## src/design/pin_override_consts.svh

```systemverilog
// Constants of the port alternate-function override block.
// Assumes inclusion by bare name from design files only.
`ifndef PIN_OVERRIDE_CONSTS_SVH
`define PIN_OVERRIDE_CONSTS_SVH

// ************************************************
// Pin indices in the flattened override vectors
// ************************************************
`define PIN_B0 0
`define PIN_B1 1
`define PIN_B2 2
`define PIN_B3 3
`define PIN_B4 4
`define PIN_B5 5
`define PIN_B6 6
`define PIN_B7 7
`define PIN_C4 8
`define PIN_C5 9
`define PIN_C6 10

// ************************************************
// Reset values
// ************************************************
`define PAD_SYNC_RST  11'h7FF
`define TW_RST        2'h3
`define OUT_RST       1'b0

// ************************************************
// Timing
// ************************************************
`define CLK_PERIOD_NS 40
`define SPIKE_NS      50
`define SPIKE_CYCLES  ((`SPIKE_NS + `CLK_PERIOD_NS - 1) / `CLK_PERIOD_NS)

`endif

```

## src/design/pin_override_pkg.sv

```systemverilog
// Types shared by the port alternate-function override block.
// Assumes nothing of its surroundings.
package pin_override_pkg;
   typedef logic [7:0]  port_b_type;
   typedef logic [6:4]  port_c_type;
   typedef logic [10:0] pin_vec_type;
   typedef logic [1:0]  spike_cnt_type;
endpackage

```

## src/design/pin_override_cell.sv

```systemverilog
// One pin: chooses register or peripheral value per attribute.
// Assumes the caller registers the results.
`timescale 1ns/100ps
`default_nettype none
module pin_override_cell
(
   // Port register bits
   input  wire logic i_port_out,
   input  wire logic i_port_dir,
   input  wire logic i_pullup_disable,
   input  wire logic i_sleeping,
   // Override pairs
   input  wire logic i_pullup_override_en,
   input  wire logic i_pullup_override_val,
   input  wire logic i_direction_override_en,
   input  wire logic i_direction_override_val,
   input  wire logic i_port_value_override_en,
   input  wire logic i_port_value_override_val,
   input  wire logic i_input_enable_override_en,
   input  wire logic i_input_enable_override_val,
   // Resolved pin attributes
   output logic      o_pullup,
   output logic      o_oe,
   output logic      o_out,
   output logic      o_in_en
);
   // ************************************************
   // Attribute selection
   // ************************************************
   always_comb
   begin
      o_pullup = i_pullup_override_en ? i_pullup_override_val
                                      : (i_port_out & ~i_port_dir & ~i_pullup_disable);
      o_oe     = i_direction_override_en ? i_direction_override_val : i_port_dir;
      o_out    = i_port_value_override_en ? i_port_value_override_val : i_port_out;
      o_in_en  = i_input_enable_override_en ? i_input_enable_override_val : ~i_sleeping;
   end
endmodule
`default_nettype wire

```

## src/design/port_alternate_function_override.sv

```systemverilog
// Top of the port alternate-function override block for Port B and
// Port C pins 4..6: registered pad controls and peripheral inputs.
// Assumes peripheral controls come from logic on i_clk; pads are async.
`timescale 1ns/100ps
`default_nettype none
`include "pin_override_consts.svh"
module port_alternate_function_override
(
   // Clock and reset
   input  wire logic                           i_clk,
   input  wire logic                           i_reset_n,
   // Port registers
   input  wire pin_override_pkg::port_b_type   i_port_out_b,
   input  wire pin_override_pkg::port_b_type   i_port_dir_b,
   input  wire pin_override_pkg::port_c_type   i_port_out_c,
   input  wire pin_override_pkg::port_c_type   i_port_dir_c,
   input  wire logic                           i_global_pullup_disable,
   input  wire logic                           i_sleeping,
   // SPI
   input  wire logic                           i_serial_periph_enable_bit,
   input  wire logic                           i_serial_periph_master_sel,
   input  wire logic                           i_spi_sck_out,
   input  wire logic                           i_spi_master_data_out,
   input  wire logic                           i_spi_slave_data_out,
   // Timers
   input  wire logic                           i_timer1_compare_a_en,
   input  wire logic                           i_timer1_compare_a_out,
   input  wire logic                           i_timer1_compare_b_en,
   input  wire logic                           i_timer1_compare_b_out,
   input  wire logic                           i_timer2_compare_a_en,
   input  wire logic                           i_timer2_compare_a_out,
   // Clock system and fuses
   input  wire logic                           i_clock_output_fuse,
   input  wire logic                           i_divided_sysclk_out,
   input  wire logic                           i_internal_rc_selected,
   input  wire logic                           i_external_clock_selected,
   input  wire logic                           i_timer2_async_select,
   input  wire logic                           i_reset_pin_disable_fuse,
   // Two-wire
   input  wire logic                           i_twowire_enable_bit,
   input  wire logic                           i_twowire_scl_drive_low,
   input  wire logic                           i_twowire_sda_drive_low,
   // Pin change
   input  wire pin_override_pkg::port_b_type   i_pin_change_mask_b,
   input  wire pin_override_pkg::port_c_type   i_pin_change_mask_c,
   input  wire logic                           i_pin_change_group0_enable,
   input  wire logic                           i_pin_change_group1_enable,
   // Pads in
   input  wire pin_override_pkg::port_b_type   i_pad_b,
   input  wire pin_override_pkg::port_c_type   i_pad_c,
   // Pads out
   output logic [7:1]                          o_pad_b_out,
   output logic [7:1]                          o_pad_b_oe,
   output logic                                o_pad_b0_out,
   output logic                                o_pad_b0_oe,
   output pin_override_pkg::port_b_type        o_pad_b_pullup,
   output pin_override_pkg::port_c_type        o_pad_c_out,
   output pin_override_pkg::port_c_type        o_pad_c_oe,
   output pin_override_pkg::port_c_type        o_pad_c_pullup,
   // Register readback
   output pin_override_pkg::port_b_type        o_pin_in_b,
   output pin_override_pkg::port_c_type        o_pin_in_c,
   output logic                                o_dir_read_c6,
   output logic                                o_out_read_c6,
   // Peripheral inputs
   output logic                                o_timer1_capture_in,
   output logic                                o_spi_slave_select_n,
   output logic                                o_spi_slave_active,
   output logic                                o_spi_master_data_in,
   output logic                                o_spi_slave_data_in,
   output logic                                o_spi_sck_in,
   output logic                                o_twowire_scl_in,
   output logic                                o_twowire_sda_in,
   output logic                                o_ext_reset_n
);
   import pin_override_pkg::*;

   pin_vec_type   pullup_override_en, pullup_override_val, direction_override_en, direction_override_val, port_value_override_en, port_value_override_val, input_enable_override_en, input_enable_override_val;
   pin_vec_type   pin_pullup, pin_oe, pin_out, pin_in_en;
   pin_vec_type   port_out_all, port_dir_all, pad_all;
   pin_vec_type   sync1_q, sync2_q, sync3_q, stab_q;
   logic [1:0]    tw_q;
   spike_cnt_type tw_cnt_q [2];
   logic          slave, master, rst_pin, osc_in_own, osc_out_own;

   assign port_out_all = {i_port_out_c, i_port_out_b};
   assign port_dir_all = {i_port_dir_c, i_port_dir_b};
   assign pad_all      = {i_pad_c, i_pad_b};

   function automatic logic pullup_if_input(input logic port_bit);
      pullup_if_input = port_bit & ~i_global_pullup_disable;
   endfunction

   // ************************************************
   // Override equations
   // ************************************************
   always_comb
   begin
      slave       = i_serial_periph_enable_bit & ~i_serial_periph_master_sel;
      master      = i_serial_periph_enable_bit & i_serial_periph_master_sel;
      rst_pin     = ~i_reset_pin_disable_fuse;
      osc_in_own  = ~i_internal_rc_selected | i_timer2_async_select;
      osc_out_own = (~i_internal_rc_selected & ~i_external_clock_selected)
                    | i_timer2_async_select;
      pullup_override_en  = '0;
      pullup_override_val  = '0;
      direction_override_en  = '0;
      direction_override_val  = '0;
      port_value_override_en  = '0;
      port_value_override_val  = '0;
      input_enable_override_en = {i_pin_change_mask_c & {3{i_pin_change_group1_enable}},
               i_pin_change_mask_b & {8{i_pin_change_group0_enable}}};
      input_enable_override_val = '1;
      // Pin 0: divided clock out
      direction_override_en[`PIN_B0] = i_clock_output_fuse;
      direction_override_val[`PIN_B0] = 1'b1;
      port_value_override_en[`PIN_B0] = i_clock_output_fuse;
      port_value_override_val[`PIN_B0] = i_divided_sysclk_out;
      // Pin 1: compare A
      port_value_override_en[`PIN_B1] = i_timer1_compare_a_en;
      port_value_override_val[`PIN_B1] = i_timer1_compare_a_out;
      // Pin 2: slave select and compare B
      pullup_override_en[`PIN_B2] = slave;
      pullup_override_val[`PIN_B2] = pullup_if_input(i_port_out_b[2]);
      direction_override_en[`PIN_B2] = slave;
      port_value_override_en[`PIN_B2] = i_timer1_compare_b_en;
      port_value_override_val[`PIN_B2] = i_timer1_compare_b_out;
      // Pin 3: MOSI and timer2 compare A
      pullup_override_en[`PIN_B3] = slave;
      pullup_override_val[`PIN_B3] = pullup_if_input(i_port_out_b[3]);
      direction_override_en[`PIN_B3] = slave;
      port_value_override_en[`PIN_B3] = master | i_timer2_compare_a_en;
      port_value_override_val[`PIN_B3] = (master & i_spi_master_data_out)
                      | (i_timer2_compare_a_en & i_timer2_compare_a_out);
      // Pin 4: MISO
      pullup_override_en[`PIN_B4] = master;
      pullup_override_val[`PIN_B4] = pullup_if_input(i_port_out_b[4]);
      direction_override_en[`PIN_B4] = master;
      port_value_override_en[`PIN_B4] = slave;
      port_value_override_val[`PIN_B4] = i_spi_slave_data_out;
      // Pin 5: SCK
      pullup_override_en[`PIN_B5] = slave;
      pullup_override_val[`PIN_B5] = pullup_if_input(i_port_out_b[5]);
      direction_override_en[`PIN_B5] = slave;
      port_value_override_en[`PIN_B5] = master;
      port_value_override_val[`PIN_B5] = i_spi_sck_out;
      // Pins 6 and 7: oscillator
      pullup_override_en[`PIN_B6]  = osc_in_own;
      direction_override_en[`PIN_B6]  = osc_in_own;
      input_enable_override_en[`PIN_B6] = osc_in_own | input_enable_override_en[`PIN_B6];
      input_enable_override_val[`PIN_B6] = i_internal_rc_selected & ~i_timer2_async_select;
      pullup_override_en[`PIN_B7]  = osc_out_own;
      direction_override_en[`PIN_B7]  = osc_out_own;
      input_enable_override_en[`PIN_B7] = osc_out_own | input_enable_override_en[`PIN_B7];
      input_enable_override_val[`PIN_B7] = (i_internal_rc_selected | i_external_clock_selected) & ~i_timer2_async_select;
      // Pins C4/C5: two-wire, open drain
      pullup_override_en[`PIN_C4] = i_twowire_enable_bit;
      pullup_override_val[`PIN_C4] = pullup_if_input(i_port_out_c[4]);
      direction_override_en[`PIN_C4] = i_twowire_enable_bit;
      direction_override_val[`PIN_C4] = i_twowire_sda_drive_low;
      port_value_override_en[`PIN_C4] = i_twowire_enable_bit;
      pullup_override_en[`PIN_C5] = i_twowire_enable_bit;
      pullup_override_val[`PIN_C5] = pullup_if_input(i_port_out_c[5]);
      direction_override_en[`PIN_C5] = i_twowire_enable_bit;
      direction_override_val[`PIN_C5] = i_twowire_scl_drive_low;
      port_value_override_en[`PIN_C5] = i_twowire_enable_bit;
      // Pin C6: reset
      pullup_override_en[`PIN_C6]  = rst_pin;
      pullup_override_val[`PIN_C6]  = 1'b1;
      direction_override_en[`PIN_C6]  = rst_pin;
      input_enable_override_en[`PIN_C6] = rst_pin | input_enable_override_en[`PIN_C6];
      input_enable_override_val[`PIN_C6] = ~rst_pin;
   end

   // ************************************************
   // Per-pin selection
   // ************************************************
   for (genvar g = 0; g < 11; g++)
   begin : g_pin
      pin_override_cell u_cell
      (
         .i_port_out                  (port_out_all[g]),
         .i_port_dir                  (port_dir_all[g]),
         .i_pullup_disable            (i_global_pullup_disable),
         .i_sleeping                  (i_sleeping),
         .i_pullup_override_en        (pullup_override_en[g]),
         .i_pullup_override_val       (pullup_override_val[g]),
         .i_direction_override_en     (direction_override_en[g]),
         .i_direction_override_val    (direction_override_val[g]),
         .i_port_value_override_en    (port_value_override_en[g]),
         .i_port_value_override_val   (port_value_override_val[g]),
         .i_input_enable_override_en  (input_enable_override_en[g]),
         .i_input_enable_override_val (input_enable_override_val[g]),
         .o_pullup                    (pin_pullup[g]),
         .o_oe                        (pin_oe[g]),
         .o_out                       (pin_out[g]),
         .o_in_en                     (pin_in_en[g])
      );
   end

   // ************************************************
   // Pad synchronisers
   // ************************************************
   always_ff @(posedge i_clk or negedge i_reset_n)
   begin
      if (!i_reset_n)
      begin
         sync1_q <= `PAD_SYNC_RST;
         sync2_q <= `PAD_SYNC_RST;
         sync3_q <= `PAD_SYNC_RST;
         stab_q  <= `PAD_SYNC_RST;
      end
      else
      begin
         sync1_q <= pad_all;
         sync2_q <= sync1_q;
         sync3_q <= sync2_q;
         stab_q  <= (sync2_q & ~(sync2_q ^ sync3_q)) | (stab_q & (sync2_q ^ sync3_q));
      end
   end

   // ************************************************
   // Two-wire spike filter
   // ************************************************
   always_ff @(posedge i_clk or negedge i_reset_n)
   begin
      if (!i_reset_n)
      begin
         tw_q        <= `TW_RST;
         tw_cnt_q[0] <= '0;
         tw_cnt_q[1] <= '0;
      end
      else
      begin
         for (int i = 0; i < 2; i++)
         begin
            if (!i_twowire_enable_bit || stab_q[`PIN_C5 - i] == tw_q[i])
            begin
               tw_q[i]     <= stab_q[`PIN_C5 - i];
               tw_cnt_q[i] <= '0;
            end
            else if (tw_cnt_q[i] == spike_cnt_type'(`SPIKE_CYCLES - 1))
            begin
               tw_q[i]     <= stab_q[`PIN_C5 - i];
               tw_cnt_q[i] <= '0;
            end
            else
               tw_cnt_q[i] <= tw_cnt_q[i] + 2'd1;
         end
      end
   end

   // ************************************************
   // Registered pad controls
   // ************************************************
   always_ff @(posedge i_clk or negedge i_reset_n)
   begin
      if (!i_reset_n)
      begin
         o_pad_b_out    <= '0;
         o_pad_b_oe     <= '0;
         o_pad_b_pullup <= '0;
         o_pad_c_out    <= '0;
         o_pad_c_oe     <= '0;
         o_pad_c_pullup <= '0;
      end
      else
      begin
         o_pad_b_out    <= pin_out[7:1];
         o_pad_b_oe     <= pin_oe[7:1];
         o_pad_b_pullup <= pin_pullup[7:0];
         o_pad_c_out    <= pin_out[10:8];
         o_pad_c_oe     <= pin_oe[10:8];
         o_pad_c_pullup <= pin_pullup[10:8];
      end
   end

   // Pin 0 keeps running through reset so the clock fuse still drives it
   always_ff @(posedge i_clk)
   begin
      if (!i_reset_n && !i_clock_output_fuse)
      begin
         o_pad_b0_out <= `OUT_RST;
         o_pad_b0_oe  <= `OUT_RST;
      end
      else
      begin
         o_pad_b0_out <= pin_out[`PIN_B0];
         o_pad_b0_oe  <= pin_oe[`PIN_B0];
      end
   end

   // ************************************************
   // Readback and peripheral inputs
   // ************************************************
   always_ff @(posedge i_clk or negedge i_reset_n)
   begin
      if (!i_reset_n)
      begin
         o_pin_in_b           <= '0;
         o_pin_in_c           <= '0;
         o_dir_read_c6        <= 1'b0;
         o_out_read_c6        <= 1'b0;
         o_timer1_capture_in  <= 1'b1;
         o_spi_slave_select_n <= 1'b1;
         o_spi_slave_active   <= 1'b0;
         o_spi_master_data_in <= 1'b1;
         o_spi_slave_data_in  <= 1'b1;
         o_spi_sck_in         <= 1'b1;
         o_twowire_scl_in     <= 1'b1;
         o_twowire_sda_in     <= 1'b1;
         o_ext_reset_n        <= 1'b1;
      end
      else
      begin
         o_pin_in_b           <= stab_q[7:0] & pin_in_en[7:0] & {~osc_out_own, ~osc_in_own, 6'h3F};
         o_pin_in_c           <= stab_q[10:8] & pin_in_en[10:8] & {~rst_pin, 2'h3};
         o_dir_read_c6        <= i_port_dir_c[6] & ~rst_pin;
         o_out_read_c6        <= i_port_out_c[6] & ~rst_pin;
         o_timer1_capture_in  <= stab_q[`PIN_B0];
         o_spi_slave_select_n <= stab_q[`PIN_B2];
         o_spi_slave_active   <= slave & ~stab_q[`PIN_B2];
         o_spi_master_data_in <= stab_q[`PIN_B4];
         o_spi_slave_data_in  <= stab_q[`PIN_B3];
         o_spi_sck_in         <= stab_q[`PIN_B5];
         o_twowire_scl_in     <= tw_q[0];
         o_twowire_sda_in     <= tw_q[1];
         o_ext_reset_n        <= ~rst_pin | stab_q[`PIN_C6];
      end
   end
endmodule
`default_nettype wire

```

## config.mk

```make
export PLATFORM = sky130hd
export DESIGN_NAME = port_alternate_function_override
export DESIGN_NICKNAME = d
export VERILOG_FILES = /design/src/design/pin_override_pkg.sv /design/src/design/pin_override_cell.sv /design/src/design/port_alternate_function_override.sv
export VERILOG_INCLUDE_DIRS = /design/src /design/src/design
export SDC_FILE = /design/constraint.sdc
export NUM_CORES = 1
export LEC_CHECK = 0
export BUFFER_PORTS_ARGS = -buffer_cell sky130_fd_sc_hd__buf_2
export CORE_MARGIN = 3
export CORE_UTILIZATION = 30
export CTS_CLUSTER_SIZE = 20
export DETAILED_ROUTE_END_ITERATION = 10
export REMOVE_ABC_BUFFERS = 1
export SYNTH_ARGS = -nofsm -noshare
export SYNTH_HDL_FRONTEND = slang
export SYNTH_SLANG_ARGS = --single-unit
```

## constraint.sdc

```tcl
create_clock -name i_clk -period 1.6 [get_ports i_clk]
set_input_delay 0.24 -clock i_clk [delete_from_list [all_inputs] [get_ports i_clk]]
set_output_delay 0.24 -clock i_clk [all_outputs]
set_load 0.005 [all_outputs]
```

==> Word-level counts from Yosys, hierarchy flattened <==
Cells that the tools add are included.
{ "word_totals": {"regBits": 105, "in_bits": 70, "out_inout_bits": 55, "wordCells": 168} }
{ "classes": {"addsub": 2, "n_eq_ne": 4, "muxes": 46, "n_bitwise": 79, "n_reduce_logical": 8} }
{ "ops": {"columns": ["cell", "n"], "rows": [
  ["two-way mux 1 bit", 42],
  ["bitwise AND 1 bit", 38],
  ["bitwise AND 8 bit", 3],
  ["bitwise AND 11 bit", 2],
  ["inverter 1 bit", 21],
  ["inverter 11 bit", 1],
  ["OR 11 bit", 1],
  ["XOR 11 bit", 1],
  ["bitwise AND 3 bit", 3],
  ["OR 1 bit", 9],
  ["two-way mux 2 bit", 4],
  ["adder 2 x 1 -> 2 bit (second input constant)", 2],
  ["equality test 2 x 1 -> 1 bit (second input constant)", 2],
  ["nonzero test 2 bit", 2],
  ["logical NOT 1 bit", 3],
  ["equality test 1 bit", 2],
  ["logical OR 1 bit", 2],
  ["logical AND 1 bit", 1]
]} }

==> Longest topological paths before layout <==
{ "logic_depth": {"ltp_word": 7, "mapped_depth": 4, "depth_no_buf": 3} }

==> Cells and area by module <==
A second synthesis with hierarchy kept.
{ "hier_totals": {"hier_cells": 265, "hier_area_um2": 3737.3} }
{ "by_module_without_submodules": {"columns": ["module", "n_inst", "cells_each", "area_per_inst_um2", "seq_area_each_um2"], "rows": [
  ["port_alternate_function_override", 1, 177, 3159.3, 2685.1],
  ["pin_override_cell", 11, 8, 52.6, 0.0]
]} }

==> Worst setup path before layout <==
Ideal clock, no wire load.
{ "synth_timing": {"path_type": "reg-to-reg", "from": "register with a tool-made name", "to": "register tw_cnt_q[1] (netlist bit)", "setup_time_ns": 0.119, "t_arrival_ns": 0.928, "required_time_ns": 1.481, "setup_slack_ns": 0.553, "stages_incl_launch_ff": 4, "path_buffers": 0, "period_less_slack_ns": 1.047, "cell_sequence": "dfstp_2 xor2_1 and3_2 and2_1"} }
{ "synth_lines": {"columns": ["element", "line", "source"], "rows": [
  ["end signal, assigned by index", "port_alternate_function_override.sv:248", "tw_cnt_q[i] <= tw_cnt_q[i] + 2'd1;"],
  ["end, declared", "port_alternate_function_override.sv:83", "spike_cnt_type tw_cnt_q [2];"]
]} }

==> Worst setup path in the final report <==
{ "layout_timing": {"from": "register o_spi_slave_data_in", "to": "output port o_spi_slave_data_in"} }
{ "layout_lines": {"columns": ["element", "line", "source"], "rows": [
  ["start, declared", "port_alternate_function_override.sv:70", "output logic o_spi_slave_data_in,"],
  ["start signal, assigned", "port_alternate_function_override.sv:324", "o_spi_slave_data_in <= stab_q[`PIN_B3];"]
]} }
No word-level cell between the ends.

==> results.txt <==
----------------------------------------------------
[Floorplanning]
  Die boundary height ... approximately 110 um
  Initial Util ... 31.6%
  Die ar. ... 0.0125 mm2
  Die X ... ~110 um
  Site Rows ... 37
  Core Area ... ~0.011 mm2
  Count of pins on the block boundary ... about 130

[Layout]
  Fraction of final layout cells sized beyond drive strength 1 ... between 60% and 70%
  Core occupancy in the finished layout ... between 40% and 50%
  Final #Nets ... between 400 and 500
  ANT cells ... 0
  Cell area after layout ... 0.00455 mm2
  Layout-stage area growth over the synthesis result ... 35.7%
  Fillers ... just under 1000

[Clock tree]
  Post-CTS Setup Repair Bufs ... 0
  Later-pin clock latency in the skew report ... ~0.35 ns
  Clock sink total ... ~100
  Maximum level of the CTS H-tree ... 3
  Total CTS buffers ... 9
  Max Buffers Root-to-Sink ... 2
  Clock Tree Root ... sky130_fd_sc_hd__clkbuf_8
  Clock-pin slew on the worst setup and hold paths ... around 0.090 ns
  Clock tree from TritonCTS ... done
  Post-cts repair resize count ... 0

[Timing]
  Post-route fraction of the period consumed by the critical path ... between 70% and 80%
  Endpoints failing hold ... 0
  Worst-Margin Slew ... 0.369 ns
  Worst rel slew slack ... between 70% and 80%
  Final number of max-transition violations ... 0
  Post-route worst setup slack ... 0.368 ns
  Final number of setup-violating endpoints ... 0
  Unrepaired setup endpoints after global routing ... false
  Accumulated negative setup slack ... 0 ns
  Upper clock frequency limit ... 0.812 GHz
  Worst clock skew ... roughly 0.011 ns
  Final min period ... between 1 and 1.5 ns

[Power]
  Leakage power summed over all cells ... 2.19 nW
  Pwr per Cell Area ... ~1200 mW/mm2
  Largest vdd supply drop ... roughly 0.58 mV
  Overall Power ... 5.33 mW

[Detailed routing]
  Length of the first detailed-routing pass in iterations ... 3
  Number of violations reported at the end of detailed-routing iteration 0 ... 55
  Post-detailed-routing wire length ... just under 7 mm
  DRC violations left ... 0
  Via count of the routed design ... ~2100
  Post-route ant nets ... 0
  WL/cell ... between 10 and 15 um
  Via count normalized by instance count ... ~4.2

[Logic synthesis]
  Count of distinct cell types in the synthesized netlist ... 32
  Cell Area, Synth ... roughly 0.0034 mm2
  Sequential cell area fraction in the yosys report ... approximately 79%
  Average instance area after synthesis ... between 15 and 20 um2
  Number of flops mapped to enable cells by yosys ... 0
  Post-synthesis sequential element count ... between 100 and 150
  Number of warning messages in the yosys log ... 0
  Async set-reset flop share out of synthesis ... 98.1%
  Number of instances in the synthesized netlist ... a little over 200
  Main flop type after synthesis ... sky130_fd_sc_hd__dfstp_2

[Critical path]
  Kind of end point of the critical path ... primary output
  Reg2reg end ... tw_cnt_q[3]
  Critical path, cell by cell ... buf_2
  Largest stage delay, worst path ... ~0.54 ns
  Family with the most delay on the worst path ... flip-flops
  Critical path buffers and inverters ... 1
  Arrival time reported for the critical path endpoint ... 0.99 ns
  Top fanout value on the critical path ... 1
  Required time of the worst setup path ... ~1.4 ns
  Worst setup slack for register-to-register paths ... between 0.4 and 0.5 ns
  Critical path startpoint category ... register
  Kind of critical path ... register to primary output
  Worst path slowest cell ... sky130_fd_sc_hd__dfstp_2
  R2R cell count ... 3

[Placement]
  Post-placement cell area ... 0.00415 mm2
  Final Wtd Congestion ... approximately 0.76
  Post-DP HPWL ... between 4 and 5 mm
  Minimum setup slack after placement ... 0.485 ns
  Number of buffer cells added on primary ports ... roughly 120

[GRT]
  Maximum number of pins on one net before global-route repair ... 31
  First-pass GRT wire length ... about 11 mm
  Vias in the first global route ... ~2300
  Global routing usage summed across all routing layers ... a little under an eighth
  Global route total overflow ... 0
  Antenna violations before repair ... 0

[Run status]
  Outcome ... completed

[Min path]
  Worst Hold Path Cells ... 2
  Endpoint of the worst hold path ... o_pad_b_pullup[0]
  HP Start ... i_port_dir_b[0]
  Kind of path behind the tightest hold check ... input port to register

[Flow run]
  Reported max-cap violation count ... 0

----------------------------------------------------
-- area by class of cell --
type | count | area [um2] | area share (%)
flip-flops and latches | 104 | 2660 | 58.5
multi-input cells | 93 | 662 | 14.6
clock inverters | 4 | 73.8 | 1.62
inverters | 2 | 7.51 | 0.165
clock buffers | 12 | 166 | 3.66
repair buffers | 143 | 806 | 17.7
well taps | 136 | 170 | 3.74
-- layout by cell type (no fill, tap or decap), types with 3 or more instances in the layout --
master                          count
sky130_fd_sc_hd__nand2_1           20
sky130_fd_sc_hd__nor3b_1            7
sky130_fd_sc_hd__nor2b_1            3
sky130_fd_sc_hd__and2_1             7
sky130_fd_sc_hd__a21oi_1            3
sky130_fd_sc_hd__nor2_1             4
sky130_fd_sc_hd__and2_4             3
sky130_fd_sc_hd__buf_2            123
sky130_fd_sc_hd__mux2_2             4
sky130_fd_sc_hd__buf_4              4
sky130_fd_sc_hd__dfrtp_1           48
sky130_fd_sc_hd__dfstp_2           54
sky130_fd_sc_hd__a21boi_0           8
sky130_fd_sc_hd__maj3_1            11
sky130_fd_sc_hd__clkbuf_8          10
sky130_fd_sc_hd__dlygate4sd3_1     16
-- power breakdown --
part	switching, mW	internal [mW]	total [mW]
logic	0.221	0.263	0.484
registers	0.0759	2.89	2.97
clock network	0.851	1.02	1.87
total	1.15	4.18	5.33
-- per-layer routing --
metal | global-route usage, % | wire length (um)
met3 | 3.70 | 467
met2 | 18.6 | 3270
met4 | 3.89 | 62
met5 | 0 | 0
met1 | 14.7 | 3020
-- synthesized netlist by cell type, drive strengths merged, types with 4 or more instances --
| cell type | n | share of area [%] |
|---|---|---|
| dfstp | 54 | 42 |
| dfrtp | 48 | 36 |
| mux2 | 6 | 2.2 |
| a21boi | 8 | 1.8 |
| and3 | 4 | 0.82 |
| nor3b | 8 | 1.9 |
| maj3 | 11 | 3.3 |
| nor2 | 4 | 0.45 |
| nand2 | 20 | 2.2 |
| and2 | 10 | 2.1 |
-- per-stage QoR --
stage / hold WS, ns / std cells
floorplan: -0.0556 / 199
global placement: 0.154 / 462
detailed placement: 0.158 / 462
CTS: 0.0120 / 494
global route: 0.0185 / 494
finish: 0.0461 / 494
-- timing repair --
item	in CTS	in global routing
endpoints found under the setup margin	0	0
hold buffers	16	0
hold endpoints to repair	24	0
-- kinds of logic (layout without fill, tap and decap cells) --
family	count (synthesis)	after routing	share of synthesized area, %
compound gates	18	18	3.96
xor+xnor	2	2	0.523
fa+ha+maj	11	11	3.29
buf+inv	6	161	0.859
flops	104	104	79.4
mux	6	6	2.24
simple gates	56	56	9.75
-- worst max-delay path by stage --
stage	start	end	cells past startpoint
after detailed placement	register	tw_cnt_q[3]	3
after floorplan	register	tw_cnt_q[1]	3
after global placement	register	tw_cnt_q[1]	3
after CTS	o_spi_slave_data_in	o_spi_slave_data_in	1
after global routing	o_twowire_sda_in	o_twowire_sda_in	1
final	o_spi_slave_data_in	o_spi_slave_data_in	1
Power figures use the tool's default switching activity.
